### config.mk
export PLATFORM = sky130hd
export DESIGN_NAME = sai_aux_outputs
export DESIGN_NICKNAME = d
export VERILOG_FILES = /design/src/hdl/sai_pkg.sv /design/src/hdl/sai_aux_outputs.sv
export VERILOG_INCLUDE_DIRS = /design/src /design/src/hdl
export SDC_FILE = /design/constraint.sdc
export NUM_CORES = 1
export LEC_CHECK = 0
export BUFFER_PORTS_ARGS = -buffer_cell sky130_fd_sc_hd__buf_4
export CAP_MARGIN = 5
export CORE_MARGIN = 3
export CORE_UTILIZATION = 58
export DETAILED_ROUTE_END_ITERATION = 10
export PLACE_DENSITY = 0.87
export SLEW_MARGIN = 5
export SYNTH_ARGS = -nofsm -noshare
export SYNTH_HDL_FRONTEND = slang
export SYNTH_SLANG_ARGS = --single-unit
export TNS_END_PERCENT = 10
### constraint.sdc
create_clock -name i_ref_clk -period 6.65 [get_ports i_ref_clk]
set_input_delay 0.9975 -clock i_ref_clk [delete_from_list [all_inputs] [get_ports i_ref_clk]]
set_output_delay 0.9975 -clock i_ref_clk [all_outputs]
set_load 0.03 [all_outputs]
### src/hdl/sai_map.svh
// register offsets, field positions, reset values and timing counts for the aux outputs
`ifndef SAI_MAP_SVH
`define SAI_MAP_SVH
`define SAI_OFF_SYSCTL      8'h80
`define SAI_OFF_ROUTE       8'h8c
`define SAI_OFF_PWRSTAT     8'h90
`define SAI_OFF_STATUS      8'h94
`define SAI_SYSCTL_OSC_BIT  27
`define SAI_SYSCTL_RST      32'h0000_0000
`define SAI_ROUTE_RST       32'h0000_0000
`define SAI_PWRSTAT_RST     8'h00
`define SAI_ROUTE_P1_LSB    4
`define SAI_ROUTE_P2_LSB    8
`define SAI_ROUTE_P6_LSB    24
`define SAI_ROUTE_P7_LSB    28
`define SAI_SEL_SLEEP       3'h4
`define SAI_SEL_LED0        3'h2
`define SAI_SEL_LED1        3'h3
`define SAI_PS_F0_D3        0
`define SAI_PS_F1_D3        1
`define SAI_PS_F0_PME       2
`define SAI_PS_F1_PME       3
`define SAI_PS_MODE0_IO     4
`define SAI_PS_MODE0_CB     5
`define SAI_PS_MODE1_IO     6
`define SAI_PS_MODE1_CB     7
`define SAI_LED_HOLD_MS     64
`define SAI_CLK_HZ          40000000
`define SAI_OSC_HZ          16000
`endif

### src/hdl/sai_pkg.sv
// types shared by the aux indicator outputs
package sai_pkg;
   typedef logic [7:0]  sai_addr_t;
   typedef logic [31:0] sai_word_t;
   typedef logic [2:0]  sai_sel_t;
endpackage : sai_pkg

### src/hdl/sai_aux_outputs.sv
// auxiliary socket outputs: sleep indicator, audio combiner, activity leds, ring oscillator
//
// Overview of operation
// sleep indicator high only when both functions in D3 and PME enabled on either
// sleep indicator appears on a multipurpose pin whose routing field equals 100b
// ring oscillator about 16 kHz, enabled only by system control bit 27, off at reset
// oscillator-timed logic can power down and interrogate cards without PCI clock
// clock source select clear makes switch clock an input, set drives oscillator out
// 16-bit io card uses BVD2 as audio input, CardBus card uses CAUDIO
// combined audio output is XOR of both sockets' binary audio
// activity leds exist only when routed; then driven actively high and low
// first led shows socket 0 accesses, second socket 1; active high
// socket access drives its led high 64 ms by counter, then low
// further access while counting restarts the counter
// leds forced low while suspend asserted or clock stop pending
// led counter runs on PCI clock; terminal count derived from clock rate
//
// Local design decisions: the strobed register port and the register addresses.

`timescale 1ns/100ps
`include "sai_map.svh"
module sai_aux_outputs #(
   parameter int CLK_HZ      = `SAI_CLK_HZ,
   parameter int LED_HOLD_MS = `SAI_LED_HOLD_MS,
   parameter int LED_CYCLES  = CLK_HZ / 1000 * LED_HOLD_MS,
   parameter int OSC_HALF    = CLK_HZ / (2 * `SAI_OSC_HZ)
) (
   input  wire logic            i_ref_clk,
   input  wire logic            i_reset_n,
   input  wire logic            i_clk_en,
   input  wire sai_pkg::sai_addr_t i_addr,
   input  wire sai_pkg::sai_word_t i_wdata,
   input  wire logic            i_wr,
   input  wire logic            i_rd,
   output sai_pkg::sai_word_t   o_rdata,
   input  wire logic            i_sock0_bvd2,
   input  wire logic            i_sock0_caudio,
   input  wire logic            i_sock1_bvd2,
   input  wire logic            i_sock1_caudio,
   input  wire logic            i_sock0_access,
   input  wire logic            i_sock1_access,
   input  wire logic            i_suspend,
   input  wire logic            i_clkrun_stop,
   input  wire logic            i_switch_clock_in,
   output logic                 o_switch_clock_out,
   output logic                 o_switch_clock_oe,
   output logic                 o_combined_audio_out,
   output logic [3:0]           o_multipurpose_pin,
   output logic [3:0]           o_multipurpose_pin_oe
);
   import sai_pkg::*;

   // counter widths follow the parameters so a 64 ms hold at the bus clock still fits
   localparam int LED_W = $clog2(LED_CYCLES + 1);
   localparam int OSC_W = $clog2(OSC_HALF + 1);
   localparam logic [LED_W-1:0] LED_TC = LED_W'(LED_CYCLES);
   localparam logic [OSC_W-1:0] OSC_TC = OSC_W'(OSC_HALF);

   // reset copy, two flops deep
   logic               rst_s1_r;
   logic               rst_n_r;

   // software-visible registers
   sai_word_t          sysctl_r;
   sai_word_t          route_r;
   logic [7:0]         pwrstat_r;

   // indicator and oscillator state
   logic               sleep_r;
   logic [LED_W-1:0]   led0_cnt_r;
   logic [LED_W-1:0]   led1_cnt_r;
   logic               led0_r;
   logic               led1_r;
   logic [OSC_W-1:0]   osc_cnt_r;
   logic               osc_r;
   logic               ext_clk_r;
   logic               probe_clk_r;

   // internal decodes
   logic               osc_en;
   logic               led_kill;
   logic               aud0_w;
   logic               aud1_w;
   logic [5:0]         status_w;

   // pick a 3-bit routing field for pin n (0..3 = pins one, two, six, seven)
   function automatic sai_sel_t route_sel(input sai_word_t r, input int n);
      case (n)
         0:       route_sel = r[`SAI_ROUTE_P1_LSB +: 3];
         1:       route_sel = r[`SAI_ROUTE_P2_LSB +: 3];
         2:       route_sel = r[`SAI_ROUTE_P6_LSB +: 3];
         default: route_sel = r[`SAI_ROUTE_P7_LSB +: 3];
      endcase
   endfunction : route_sel

   // choose audio source from card mode; memory cards contribute nothing
   function automatic logic card_audio_in(input logic io, input logic cb,
                                          input logic bvd2, input logic caudio);
      card_audio_in = (io & bvd2) | (cb & caudio);
   endfunction : card_audio_in

   // reset release through two flops
   // assertion reaches every flop at once; release is clocked to avoid recovery races
   always_ff @(posedge i_ref_clk or negedge i_reset_n) begin
      if (!i_reset_n) begin
         rst_s1_r <= 1'b0;
         rst_n_r  <= 1'b0;
      end else begin
         rst_s1_r <= 1'b1;
         rst_n_r  <= rst_s1_r;
      end
   end

   // register writes
   // unmapped offsets are ignored on write and read back as zero
   always_ff @(posedge i_ref_clk or negedge rst_n_r) begin
      if (!rst_n_r) begin
         sysctl_r  <= `SAI_SYSCTL_RST;
         route_r   <= `SAI_ROUTE_RST;
         pwrstat_r <= `SAI_PWRSTAT_RST;
      end else if (i_clk_en && i_wr) begin
         case (i_addr)
            `SAI_OFF_SYSCTL:  sysctl_r  <= i_wdata;
            `SAI_OFF_ROUTE:   route_r   <= i_wdata;
            `SAI_OFF_PWRSTAT: pwrstat_r <= i_wdata[7:0];
            default: ;
         endcase
      end
   end

   // read data stands the cycle after the strobe only
   // status is a snapshot; its bits may move between strobe and data
   always_ff @(posedge i_ref_clk or negedge rst_n_r) begin
      if (!rst_n_r) begin
         o_rdata <= 32'h0000_0000;
      end else if (i_clk_en) begin
         o_rdata <= 32'h0000_0000;
         if (i_rd) begin
            case (i_addr)
               `SAI_OFF_SYSCTL:  o_rdata <= sysctl_r;
               `SAI_OFF_ROUTE:   o_rdata <= route_r;
               `SAI_OFF_PWRSTAT: o_rdata <= {24'h00_0000, pwrstat_r};
               `SAI_OFF_STATUS:  o_rdata <= {26'h0, status_w};
               default:          o_rdata <= 32'h0000_0000;
            endcase
         end
      end
   end

   assign osc_en   = sysctl_r[`SAI_SYSCTL_OSC_BIT];
   assign led_kill = i_suspend | i_clkrun_stop;
   // status snapshot; bit 5 is the card probe clock level, bit 4 the sampled external clock terminal
   assign status_w = {probe_clk_r, ext_clk_r, osc_r, led1_r, led0_r, sleep_r};
   assign aud0_w   = card_audio_in(pwrstat_r[`SAI_PS_MODE0_IO], pwrstat_r[`SAI_PS_MODE0_CB],
                                   i_sock0_bvd2, i_sock0_caudio);
   assign aud1_w   = card_audio_in(pwrstat_r[`SAI_PS_MODE1_IO], pwrstat_r[`SAI_PS_MODE1_CB],
                                   i_sock1_bvd2, i_sock1_caudio);

   // sleep state indicator
   // registered so the pin sees a clean level two cycles behind the power register (sleep_r, then the pin flop)
   always_ff @(posedge i_ref_clk or negedge rst_n_r) begin
      if (!rst_n_r) begin
         sleep_r <= 1'b0;
      end else if (i_clk_en) begin
         sleep_r <= pwrstat_r[`SAI_PS_F0_D3] & pwrstat_r[`SAI_PS_F1_D3]
                  & (pwrstat_r[`SAI_PS_F0_PME] | pwrstat_r[`SAI_PS_F1_PME]);
      end
   end

   // ring oscillator stand-in: a divider; a free-running source needs no PCI bus traffic
   // OSC_HALF sets the half period; its default gives about 16 kHz
   always_ff @(posedge i_ref_clk or negedge rst_n_r) begin
      if (!rst_n_r) begin
         osc_cnt_r <= '0;
         osc_r     <= 1'b0;
      end else if (i_clk_en) begin
         if (!osc_en) begin
            osc_cnt_r <= '0;
            osc_r     <= 1'b0;
         end else if (osc_cnt_r >= OSC_TC - OSC_W'(1)) begin
            osc_cnt_r <= '0;
            osc_r     <= ~osc_r;
         end else begin
            osc_cnt_r <= osc_cnt_r + OSC_W'(1);
         end
      end
   end

   // switch clock terminal direction
   // driver held off until the select bit is set so a board clock never fights ours
   always_ff @(posedge i_ref_clk or negedge rst_n_r) begin
      if (!rst_n_r) begin
         o_switch_clock_out <= 1'b0;
         o_switch_clock_oe  <= 1'b0;
      end else if (i_clk_en) begin
         o_switch_clock_oe  <= osc_en;
         o_switch_clock_out <= osc_en & osc_r;
      end
   end

   // external clock terminal, sampled as a level; the board pull-down keeps it low when idle
   always_ff @(posedge i_ref_clk or negedge rst_n_r) begin
      if (!rst_n_r) begin
         ext_clk_r <= 1'b0;
      end else if (i_clk_en) begin
         ext_clk_r <= i_switch_clock_in & ~osc_en;
      end
   end

   // card probe clock: internal oscillator when enabled, else the external terminal,
   // so probing keeps going with no bus clock traffic
   always_ff @(posedge i_ref_clk or negedge rst_n_r) begin
      if (!rst_n_r) begin
         probe_clk_r <= 1'b0;
      end else if (i_clk_en) begin
         probe_clk_r <= osc_en ? osc_r : ext_clk_r;
      end
   end

   // audio combiner
   // memory cards feed 0, so two idle sockets give a quiet speaker
   always_ff @(posedge i_ref_clk or negedge rst_n_r) begin
      if (!rst_n_r) begin
         o_combined_audio_out <= 1'b0;
      end else if (i_clk_en) begin
         o_combined_audio_out <= aud0_w ^ aud1_w;
      end
   end

   // socket 0 led hold counter, retriggered by each access
   // kill wins over access so a stopped bus clock never leaves a led lit
   always_ff @(posedge i_ref_clk or negedge rst_n_r) begin
      if (!rst_n_r) begin
         led0_cnt_r <= '0;
         led0_r     <= 1'b0;
      end else if (i_clk_en) begin
         if (led_kill) begin
            led0_cnt_r <= '0;
            led0_r     <= 1'b0;
         end else if (i_sock0_access) begin
            led0_cnt_r <= LED_TC; // see see
            led0_r     <= 1'b1;
         end else if (led0_cnt_r > LED_W'(1)) begin
            led0_cnt_r <= led0_cnt_r - LED_W'(1);
         end else begin
            led0_cnt_r <= '0;
            led0_r     <= 1'b0;
         end
      end
   end

   // socket 1 led hold counter
   // same as socket 0; kept apart so each socket's timing is visible
   always_ff @(posedge i_ref_clk or negedge rst_n_r) begin
      if (!rst_n_r) begin
         led1_cnt_r <= '0;
         led1_r     <= 1'b0;
      end else if (i_clk_en) begin
         if (led_kill) begin
            led1_cnt_r <= '0;
            led1_r     <= 1'b0;
         end else if (i_sock1_access) begin
            led1_cnt_r <= LED_TC;
            led1_r     <= 1'b1;
         end else if (led1_cnt_r > LED_W'(1)) begin
            led1_cnt_r <= led1_cnt_r - LED_W'(1);
         end else begin
            led1_cnt_r <= '0;
            led1_r     <= 1'b0;
         end
      end
   end

   // multipurpose pin muxing; an unrouted pin is left undriven
   // an unrouted pin parks at 0 with oe low and relies on the board for its level
   always_ff @(posedge i_ref_clk or negedge rst_n_r) begin
      if (!rst_n_r) begin
         o_multipurpose_pin    <= 4'h0;
         o_multipurpose_pin_oe <= 4'h0;
      end else if (i_clk_en) begin
         for (int n = 0; n < 4; n++) begin
            case (route_sel(route_r, n))
               `SAI_SEL_SLEEP: begin
                  o_multipurpose_pin[n]    <= sleep_r;
                  o_multipurpose_pin_oe[n] <= 1'b1;
               end
               `SAI_SEL_LED0: begin
                  o_multipurpose_pin[n]    <= led0_r;
                  o_multipurpose_pin_oe[n] <= 1'b1;
               end
               `SAI_SEL_LED1: begin
                  o_multipurpose_pin[n]    <= led1_r;
                  o_multipurpose_pin_oe[n] <= 1'b1;
               end
               default: begin
                  o_multipurpose_pin[n]    <= 1'b0;
                  o_multipurpose_pin_oe[n] <= 1'b0;
               end
            endcase
         end
      end
   end

endmodule : sai_aux_outputs

Word-level counts from Yosys, hierarchy flattened
Cells that the tools add are included.
{ "word_totals": {"register_bits": 178, "inputBits": 54, "out_inout_bits": 43, "word_cells": 102} }
{ "classes": {"addsub": 3, "order_cmp": 3, "eq_ne": 19, "n_mux": 31, "bitwise": 15, "reduce_logical": 11} }
{ "op_table": {"columns": ["op", "count"], "rows": [
  ["22-bit two-way mux", 6],
  ["32-bit one-hot mux with 4 select lines", 1],
  ["22-bit by 1-bit > comparator with 1-bit output, second input constant", 2],
  ["22-bit by 1-bit subtractor with 22-bit output, second input constant", 2],
  ["8-bit == test, second input constant", 4],
  ["32-bit two-way mux", 1],
  ["3-bit by 2-bit == test with 1-bit output, second input constant", 8],
  ["11-bit two-way mux", 2],
  ["1-bit two-way mux", 13],
  ["3-bit == test, second input constant", 4],
  ["3-bit two-way mux", 4],
  ["1-bit one-hot mux with 3 select lines", 4],
  ["2-bit AND reduction", 6],
  ["3-bit OR reduction", 4],
  ["11-bit by 1-bit adder with 11-bit output, second input constant", 1],
  ["11-bit >= comparator, second input constant", 1],
  ["1-bit AND", 8],
  ["3-bit != test, second input constant", 2],
  ["1-bit OR", 4],
  ["2-bit by 1-bit != test with 1-bit output, second input constant", 1],
  ["1-bit inverter", 2],
  ["1-bit logical AND", 1],
  ["1-bit bitwise XOR", 1]
]} }

Longest topological paths before layout
Gate-level depths: netlist of run 1.
{ "depth": {"ltp_word": 4, "mapped_depth": 8, "mapped_depth_nobuf": 7} }

Least setup slack after synthesis of run 1
No wires, ideal clock.
{ "synth_path": {"path_kind": "input -> register", "from": "input i_addr[1]", "to": "register route_r[10]", "setup_time_ns": 0.125, "arrival_ns": 2.668, "required_time_ns": 6.525, "slack_ns": 3.858, "cell_stages": 8, "path_buffers": 3, "path_cell_list": "nor4_2 > nand3_1 > nor2b_1 > buf_2 > and3_1 > clkbuf_1 > buf_4 > mux2_2"} }
{ "synth_via": {"elab_chain_cells": 2} }
{ "synth_lines": {"columns": ["element", "line", "source"], "rows": [
  ["start: declaration", "sai_aux_outputs.sv:31", "input wire sai_pkg::sai_addr_t i_addr,"],
  ["8-bit == test", "sai_aux_outputs.sv:122", "case (i_addr)"],
  ["2-bit AND reduction (no source line)", null, null],
  ["end signal: assignment", "sai_aux_outputs.sv:119", "route_r <= `SAI_ROUTE_RST;"],
  ["end signal: assignment", "sai_aux_outputs.sv:124", "`SAI_OFF_ROUTE: route_r <= i_wdata;"],
  ["end: declaration", "sai_aux_outputs.sv:65", "sai_word_t route_r;"]
]} }
Every way passes these cells.
A chain may end at the register's enable or synchronous reset.

Worst setup path after layout of run 1
{ "layout_path": {"from": "input i_addr[1]", "to": "register route_r[13]"} }
Same word-level chain as after synthesis.

==> impl_metrics.ini, run 1 <==
[yosys]
yosysSeqAreaShare = 0.537
syn-num-nets = 778
synth_most_common_cell = dfrtp_1
synthDistinctLibCells = 60
synth_cells = 718
synth-seq-cells = 178
synth-edff-count = 0
synthTopCellsByArea = dfrtp_1 (54%), mux2_2 (10%), o2bb2ai_1 (4.0%), a22oi_1 (3.1%), mux2i_1 (2.2%)
synth_top_cell_area_share = 0.537
ys_warn_count = 0
netlist_area_um2 = 8300
avgSynthCellArea_um2 = 11.6
synth_area_leader_cell = dfrtp_1
synthArstFlopShare = 1.00
dominantRegCellSynth = dfrtp_1
ys_top_cells_by_count = dfrtp_1 (178), mux2_2 (77), nor2_1 (45), o2bb2ai_1 (38), a22oi_1 (34)

[cts]
holdBufCountCts = 0
cts_buffer_depth = 2
cts_resized = 0
insertion_delay_ns = 0.45
clkSinkCount = 178
post_cts_buffers = 0
cts_buffers = 17
clk_pin_slew_ns = 0.08
htreeDepth = 4
cts_tree = done
cts_root_buffer = clkbuf_16

[placed_design]
place_inst = 960
gp_congestion = 0.884
numPortBuffers = 96
post-dp-hpwl_mm = 13.4

[route]
drt_iter0_drc = 627
vias = 6411
via_per_inst = 6.46
drc = 0
first_pass_iters = 5
postRouteAntennaNets = 0
totalWireLength_mm = 20.7
detail_route.wl_per_cell_um = 20.9

[sta]
hold_ws_ns = 0.317
clock.fmax_ghz = 0.288
setup_viol = 0
tightest_slew_ns = 1.09
finalMaxSlewViolations = 0
period_needed_ns = 3.48
rsz0062_at_grt = no
period_share = 0.523
finalClockSkew_ns = 0.0116
hold_viol = 0
relSlewSlack = 0.267
fin_tns_setup_ns = 0

[cells_and_area]
layout-drive-gt1-share = 0.288
fin_nets = 859
diodes = 0
n_fill_cell = 933
area_growth_pct = 17.3
fin_cells = 992

[setup_path]
worst_setup_path_end_kind = flip-flop
crit_top_cell = buf_4
cpMaxStageDelayCell = nor2b_2
worstPathRequired_ns = 6.98
startpoint_type = primary input
crit_arrival_ns = 3.81
crit_type = in2reg
critPathMaxFanout = 32
path_cells = buf_4 -> nor4_2 -> nand3_1 -> nor2b_2 -> and3_1 -> buf_4 -> mux2_2
max_stage_delay_ns = 0.94

[global_routing]
top_usage_layer = met2
grt.met2_usage = 0.456
grt.met3_usage = 0.0649
grt_max_degree = 84
grt_pass1_vias = 6638
track_usage = 0.270
gr-usage-met1 = 0.343
grt.overflow.total = 0
antenna_found_initial = 0
grt_pass1_wl_mm = 34.2

[floorplan]
core_area_um2 = 13900
start_util = 0.595
dieArea_um2 = 15800
die_x_um = 126
io_pins = 97
rows = 43
dieHeight_um = 126

[power_and_ir_drop]
p_per_area_nw_per_um2 = 286
leakage_nw = 4.59
max-vdd-ir-drop_mv = 0.255

[min_path]
hold_path.class = in2async

[run_status]
status = complete, no violations

[run]
cap_violations = 0
final timing paths:
check	to	cells past startpoint	from	slack [ns]
setup / recovery	route_r[13]	7	i_addr[1]	3.17
setup reg to reg	led0_cnt_r[11]	5	led0_cnt_r[12]	3.89
max in group asynchronous	pwrstat_r[6]	1	rst_n_r	4.91
min in group i_ref_clk	rst_n_r	0	rst_s1_r	0.36
hold reg to reg	o_rdata[24]	0	rst_n_r	0.35
hold / removal	rst_s1_r	1	i_reset_n	0.32
layout make-up:
cell class / count / area (um^2) / share of cell area
Timing Repair Buffer: 104 / 781 / 0.0803
Clock buffer: 17 / 425 / 0.0437
Multi-Input combinational cell: 482 / 3570 / 0.367
Inverter: 16 / 60.1 / 0.00617
Tap cell: 180 / 225 / 0.0232
Clock inverter: 15 / 206 / 0.0212
Sequential cell: 178 / 4460 / 0.458
cells in the final DEF (no fill, tap or decap), types with 8 or more instances in the layout:
cell and instances:
a211o_1 9, a21o_1 8, a21oi_1 21, a22oi_1 34, buf_4 104, clkbuf_16 17
clkinv_8 8, dfrtp_1 177, inv_1 16, mux2_2 77, mux2i_1 18, nand2_1 17
nand2b_1 10, nand3_1 12, nor2_1 45, nor3_1 29, nor4_1 22, o21ai_0 26
o2bb2ai_1 38, xnor2_1 9
per-layer routing:
| metal | share of wire | up-vias |
|---|---|---|
| met3 | 0.063 | 45 |
| met5 | 0 | - |
| li1 | - | 2849 |
| met4 | 0.023 | 0 |
| met2 | 0.51 | 267 |
| met1 | 0.40 | 3250 |
registers in the layout (all words and copies together) (netlist names):
register	cells
o_rdata	32
route_r	32
sysctl_r	32
led0_cnt_r	22
led1_cnt_r	22
osc_cnt_r	11
pwrstat_r	8
o_multipurpose_pin	4
o_multipurpose_pin_oe	4
ext_clk_r	1
led0_r	1
led1_r	1
o_combined_audio_out	1
o_switch_clock_oe	1
o_switch_clock_out	1
osc_r	1
probe_clk_r	1
rst_n_r	1
rst_s1_r	1
sleep_r	1
stage by stage:
step | setup WS, ns | total power (W) | area [um^2] | utilization
after floorplan | 1.32 | 0.00163 | 8300 | -
after global placement | 2.89 | 0.00172 | 9100 | 0.653
after detailed placement | 2.84 | 0.00175 | 9100 | 0.653
after CTS | 3.24 | 0.00278 | 9730 | 0.698
after global routing | 2.96 | 0.00291 | 9730 | 0.698
final | 3.17 | 0.00278 | 9730 | 0.698
critical path: cells and delay by family:
family,cells,cell delay (ns)
buf+inv,2,0.52
mux,1,0.41
simple gates,4,1.86
report_power, final:
part | internal (W) | switching (W) | leakage (nW)
sequential | 0.00115 | 0.0000826 | 2.44
combinational | 0.000205 | 0.000313 | 1.85
clock | 0.000518 | 0.000515 | 0.301
total | 0.00187 | 0.000911 | 4.59
logic make-up (layout without fill, tap and decap cells):
logic type                 Yosys count  after routing  synth area share
AOI/OAI and AO/OA                  186            186             0.164
and+or+nand+nor                    180            180             0.115
DFF                                178            178             0.537
muxes                               95             95             0.126
buffers and inverters               58            152            0.0335
xor gates and xnor gates            14             14            0.0148
adders and majority gates            6              6           0.00905
other                                1              1          0.000452
No activity file was read; power rests on OpenSTA's default activity.
==> run 2: changes to the inputs <==
--- a/config.mk
+++ b/config.mk
@@ -6,12 +6,13 @@
 export SDC_FILE = /design/constraint.sdc
 export NUM_CORES = 1
 export LEC_CHECK = 0
+export ABC_AREA = 1
 export BUFFER_PORTS_ARGS = -buffer_cell sky130_fd_sc_hd__buf_4
 export CAP_MARGIN = 5
 export CORE_MARGIN = 3
-export CORE_UTILIZATION = 58
+export CORE_UTILIZATION = 53
 export DETAILED_ROUTE_END_ITERATION = 10
-export PLACE_DENSITY = 0.87
+export PLACE_DENSITY = 0.84
 export SLEW_MARGIN = 5
 export SYNTH_ARGS = -nofsm -noshare
 export SYNTH_HDL_FRONTEND = slang
==> constraint.sdc (replaced) <==
create_clock -name i_ref_clk -period 2.95 [get_ports i_ref_clk]
set_input_delay 0.4425 -clock i_ref_clk [delete_from_list [all_inputs] [get_ports i_ref_clk]]
set_output_delay 0.4425 -clock i_ref_clk [all_outputs]
set_load 0.03 [all_outputs]
==> run 2 against run 1 <==
  * Non-clock buffer count increased by 4
  * Worst hold slack got worse by 0.072 ns
  * Cell count increased by 48%
  * Core utilization decreased by 7.0 points
  * Clock skew decreased by 0.0019 ns
  * Clock-buffer cell count unchanged
  * Synthesized cell count increased by 60%
  * Sequential share of layout area decreased by 3.2 points
  * Synthesized area increased by 8.8%
  * Critical path depth increased by 2
  * Cell area increased by 7.5%
  * Via count increased by 20%
  * Largest power group unchanged
==> impl_metrics.ini, run 2 <==
[yosys]
yosysSeqAreaShare = 0.494
synthTopCellsByArea = dfrtp_1 (49%), nand2_1 (17%), nor2_1 (5.9%), inv_1 (4.3%), nand3_1 (4.2%)
synth_area_leader_cell = dfrtp_1
ys_warn_count = 0
synth_most_common_cell = nand2_1
netlist_area_um2 = 9020
avgSynthCellArea_um2 = 7.86
synth_top_cell_area_share = 0.494
dominantRegCellSynth = dfrtp_1
synth_cells = 1148
ys_top_cells_by_count = nand2_1 (398), dfrtp_1 (178), nor2_1 (142), inv_1 (104), nand3_1 (76)
synth-edff-count = 0
syn-num-nets = 1208
synthArstFlopShare = 1.00
synth-seq-cells = 178
synthDistinctLibCells = 38

[setup_path]
worst_setup_path_end_kind = flip-flop
worstPathRequired_ns = 3.25
crit_arrival_ns = 2.32
cp-startpoint = i_addr[6]
critPathMaxFanout = 64
r2r_start = led0_cnt_r[0]
crit_type = in2reg
startpoint_type = primary input

[power_and_ir_drop]
max-vdd-ir-drop_mv = 0.434
pwr-share-clk = 0.309
p_comb_frac = 0.292
leakage_nw = 5.60
power_frac_seq = 0.399
p_switching_w = 0.00272
internal_power_w = 0.00462
p_sw_frac = 0.370
p_per_area_nw_per_um2 = 702

[run_status]
status = complete, no violations

[global_routing]
antenna_found_initial = 0
grt_pass1_vias = 7564
grt_pass1_wl_mm = 35.6
track_usage = 0.237
grt.overflow.total = 0
grt_max_degree = 89

[cts]
clk_pin_slew_ns = 0.07
cts_buffer_depth = 2
clkSinkCount = 178
cts_root_buffer = clkbuf_16
htreeDepth = 4
cts_tree = done
insertion_delay_ns = 0.44
cts_buffers = 17

[route]
vias = 7703
via_per_inst = 5.23
detail_route.wl_per_cell_um = 14.0
postRouteAntennaNets = 0
totalWireLength_mm = 20.7
drt_iter0_drc = 546
first_pass_iters = 6
drc = 0

[sta]
setup_viol = 0
hold_viol = 0
period_needed_ns = 2.02
clock.fmax_ghz = 0.494
rsz0062_at_grt = no
fin_tns_setup_ns = 0
period_share = 0.686
relSlewSlack = 0.430
finalMaxSlewViolations = 0
tightest_slew_ns = 0.854
finalClockSkew_ns = 0.00972

[cells_and_area]
biggestRegsByFlops = o_rdata x32, route_r x32, sysctl_r x32
mostFrequentLayoutCells = nand2_1 (398), dfrtp_1 (177), nor2_1 (142)
final_area_um2 = 10500
diodes = 0
fin_cells = 1472
layout-drive-gt1-share = 0.157
fin_nets = 1299
area_growth_pct = 15.8
layout_commonest_cell = nand2_1
fin_util = 0.628
n_fill_cell = 1404

[floorplan]
core_area_um2 = 16600
die_x_um = 136
rows = 47
io_pins = 97
start_util = 0.542
dieHeight_um = 136
dieArea_um2 = 18600

[placed_design]
place_inst = 1439
post-dp-hpwl_mm = 14.2
gp_congestion = 0.902
numPortBuffers = 96
placedInstanceArea_um2 = 9850

[run]
cap_violations = 0

[min_path]
min-delay-start = i_switch_clock_in
hold_path.class = in2reg
run 2: cell count changes in the layout (fill, tap and decap cells not counted), sizes merged, moves of 10 or more:
cell,previous run,this run
xor2,5,25
inv,22,114
nor2,45,146
mux2i,18,1
o2bb2ai,38,0
a22oi,34,0
mux2,77,0
nor3,30,12
nand3,12,79
nand2b,10,0
nand2,17,404
o21ai,34,112
nor4,23,0
a21oi,21,1
run 2: worst paths after layout:
kind | cells after the start | slack (ns) | end
worst max-delay path | 9 | 0.93 | sysctl_r[2]
worst min-delay path | 3 | 0.24 | ext_clk_r
worst max register to register | 7 | 1.08 | led0_cnt_r[14]
worst min register to register | 0 | 0.36 | pwrstat_r[6]
max in group asynchronous | 1 | 1.72 | led1_cnt_r[20]
min in group asynchronous | 2 | 0.31 | rst_n_r
run 2: layer usage:
metal / share of wire / track usage
met1: 0.45 / 0.325
met2: 0.49 / 0.387
met3: 0.054 / 0.0470
met4: 0.013 / 0.0605
met5: 0 / 0
run 2: cells by family after synthesis:
logic type                 Yosys count  share of synthesized area
AOI/OAI and AO/OA                  126                     0.0865
buffers and inverters              145                     0.0754
DFF                                178                      0.494
other                                1                   0.000416
xor gates and xnor gates            34                     0.0330
adders and majority gates            6                    0.00832
and+or+nand+nor                    657                      0.302
muxes                                1                    0.00111
run 2: what timing repair did:
| item | in CTS | in global routing |
|---|---|---|
| buffers inserted | 0 | 0 |
| endpoints found under the setup margin | 0 | 0 |
| hold buffers | 1 | 0 |
| endpoints found under the hold margin | 2 | 0 |
| gates resized for setup | 0 | 0 |
run 2: final cells by class:
type | count | area (um^2) | share of cell area
clock buffers | 17 | 425 | 0.0407
well taps | 220 | 275 | 0.0263
inverters | 109 | 412 | 0.0394
flip-flops and latches | 178 | 4460 | 0.426
repair buffers | 108 | 826 | 0.0790
clock inverters | 15 | 169 | 0.0162
multi-input cells | 825 | 3890 | 0.372
run 2: per-stage QoR:
stage	setup slack [ns]	hold WS [ns]	total power, W
after global placement	0.628	0.226	0.00499
after global routing	0.783	0.243	0.00783
after floorplan	0.0103	0.147	0.00457
after detailed placement	0.510	0.226	0.00505
after CTS	0.965	0.232	0.00735
final	0.928	0.245	0.00734
run 2: power groups by stage:
stage / clock, W / sequential, W / combinational, W
after floorplan: 0 / 0.00294 / 0.00163
after global placement: 0 / 0.00296 / 0.00203
after detailed placement: 0 / 0.00296 / 0.00208
after CTS: 0.00230 / 0.00293 / 0.00212
after global routing: 0.00241 / 0.00297 / 0.00245
final: 0.00227 / 0.00293 / 0.00214
run 2: critical path: stages:
cell,delay (ns)
buf_4,0.11
inv_1,0.04
nand2_1,0.12
nor3_4,0.48
nand2_2,0.16
clkinv_2,0.15
nand2_4,0.44
nand2_1,0.26
o21ai_2,0.08
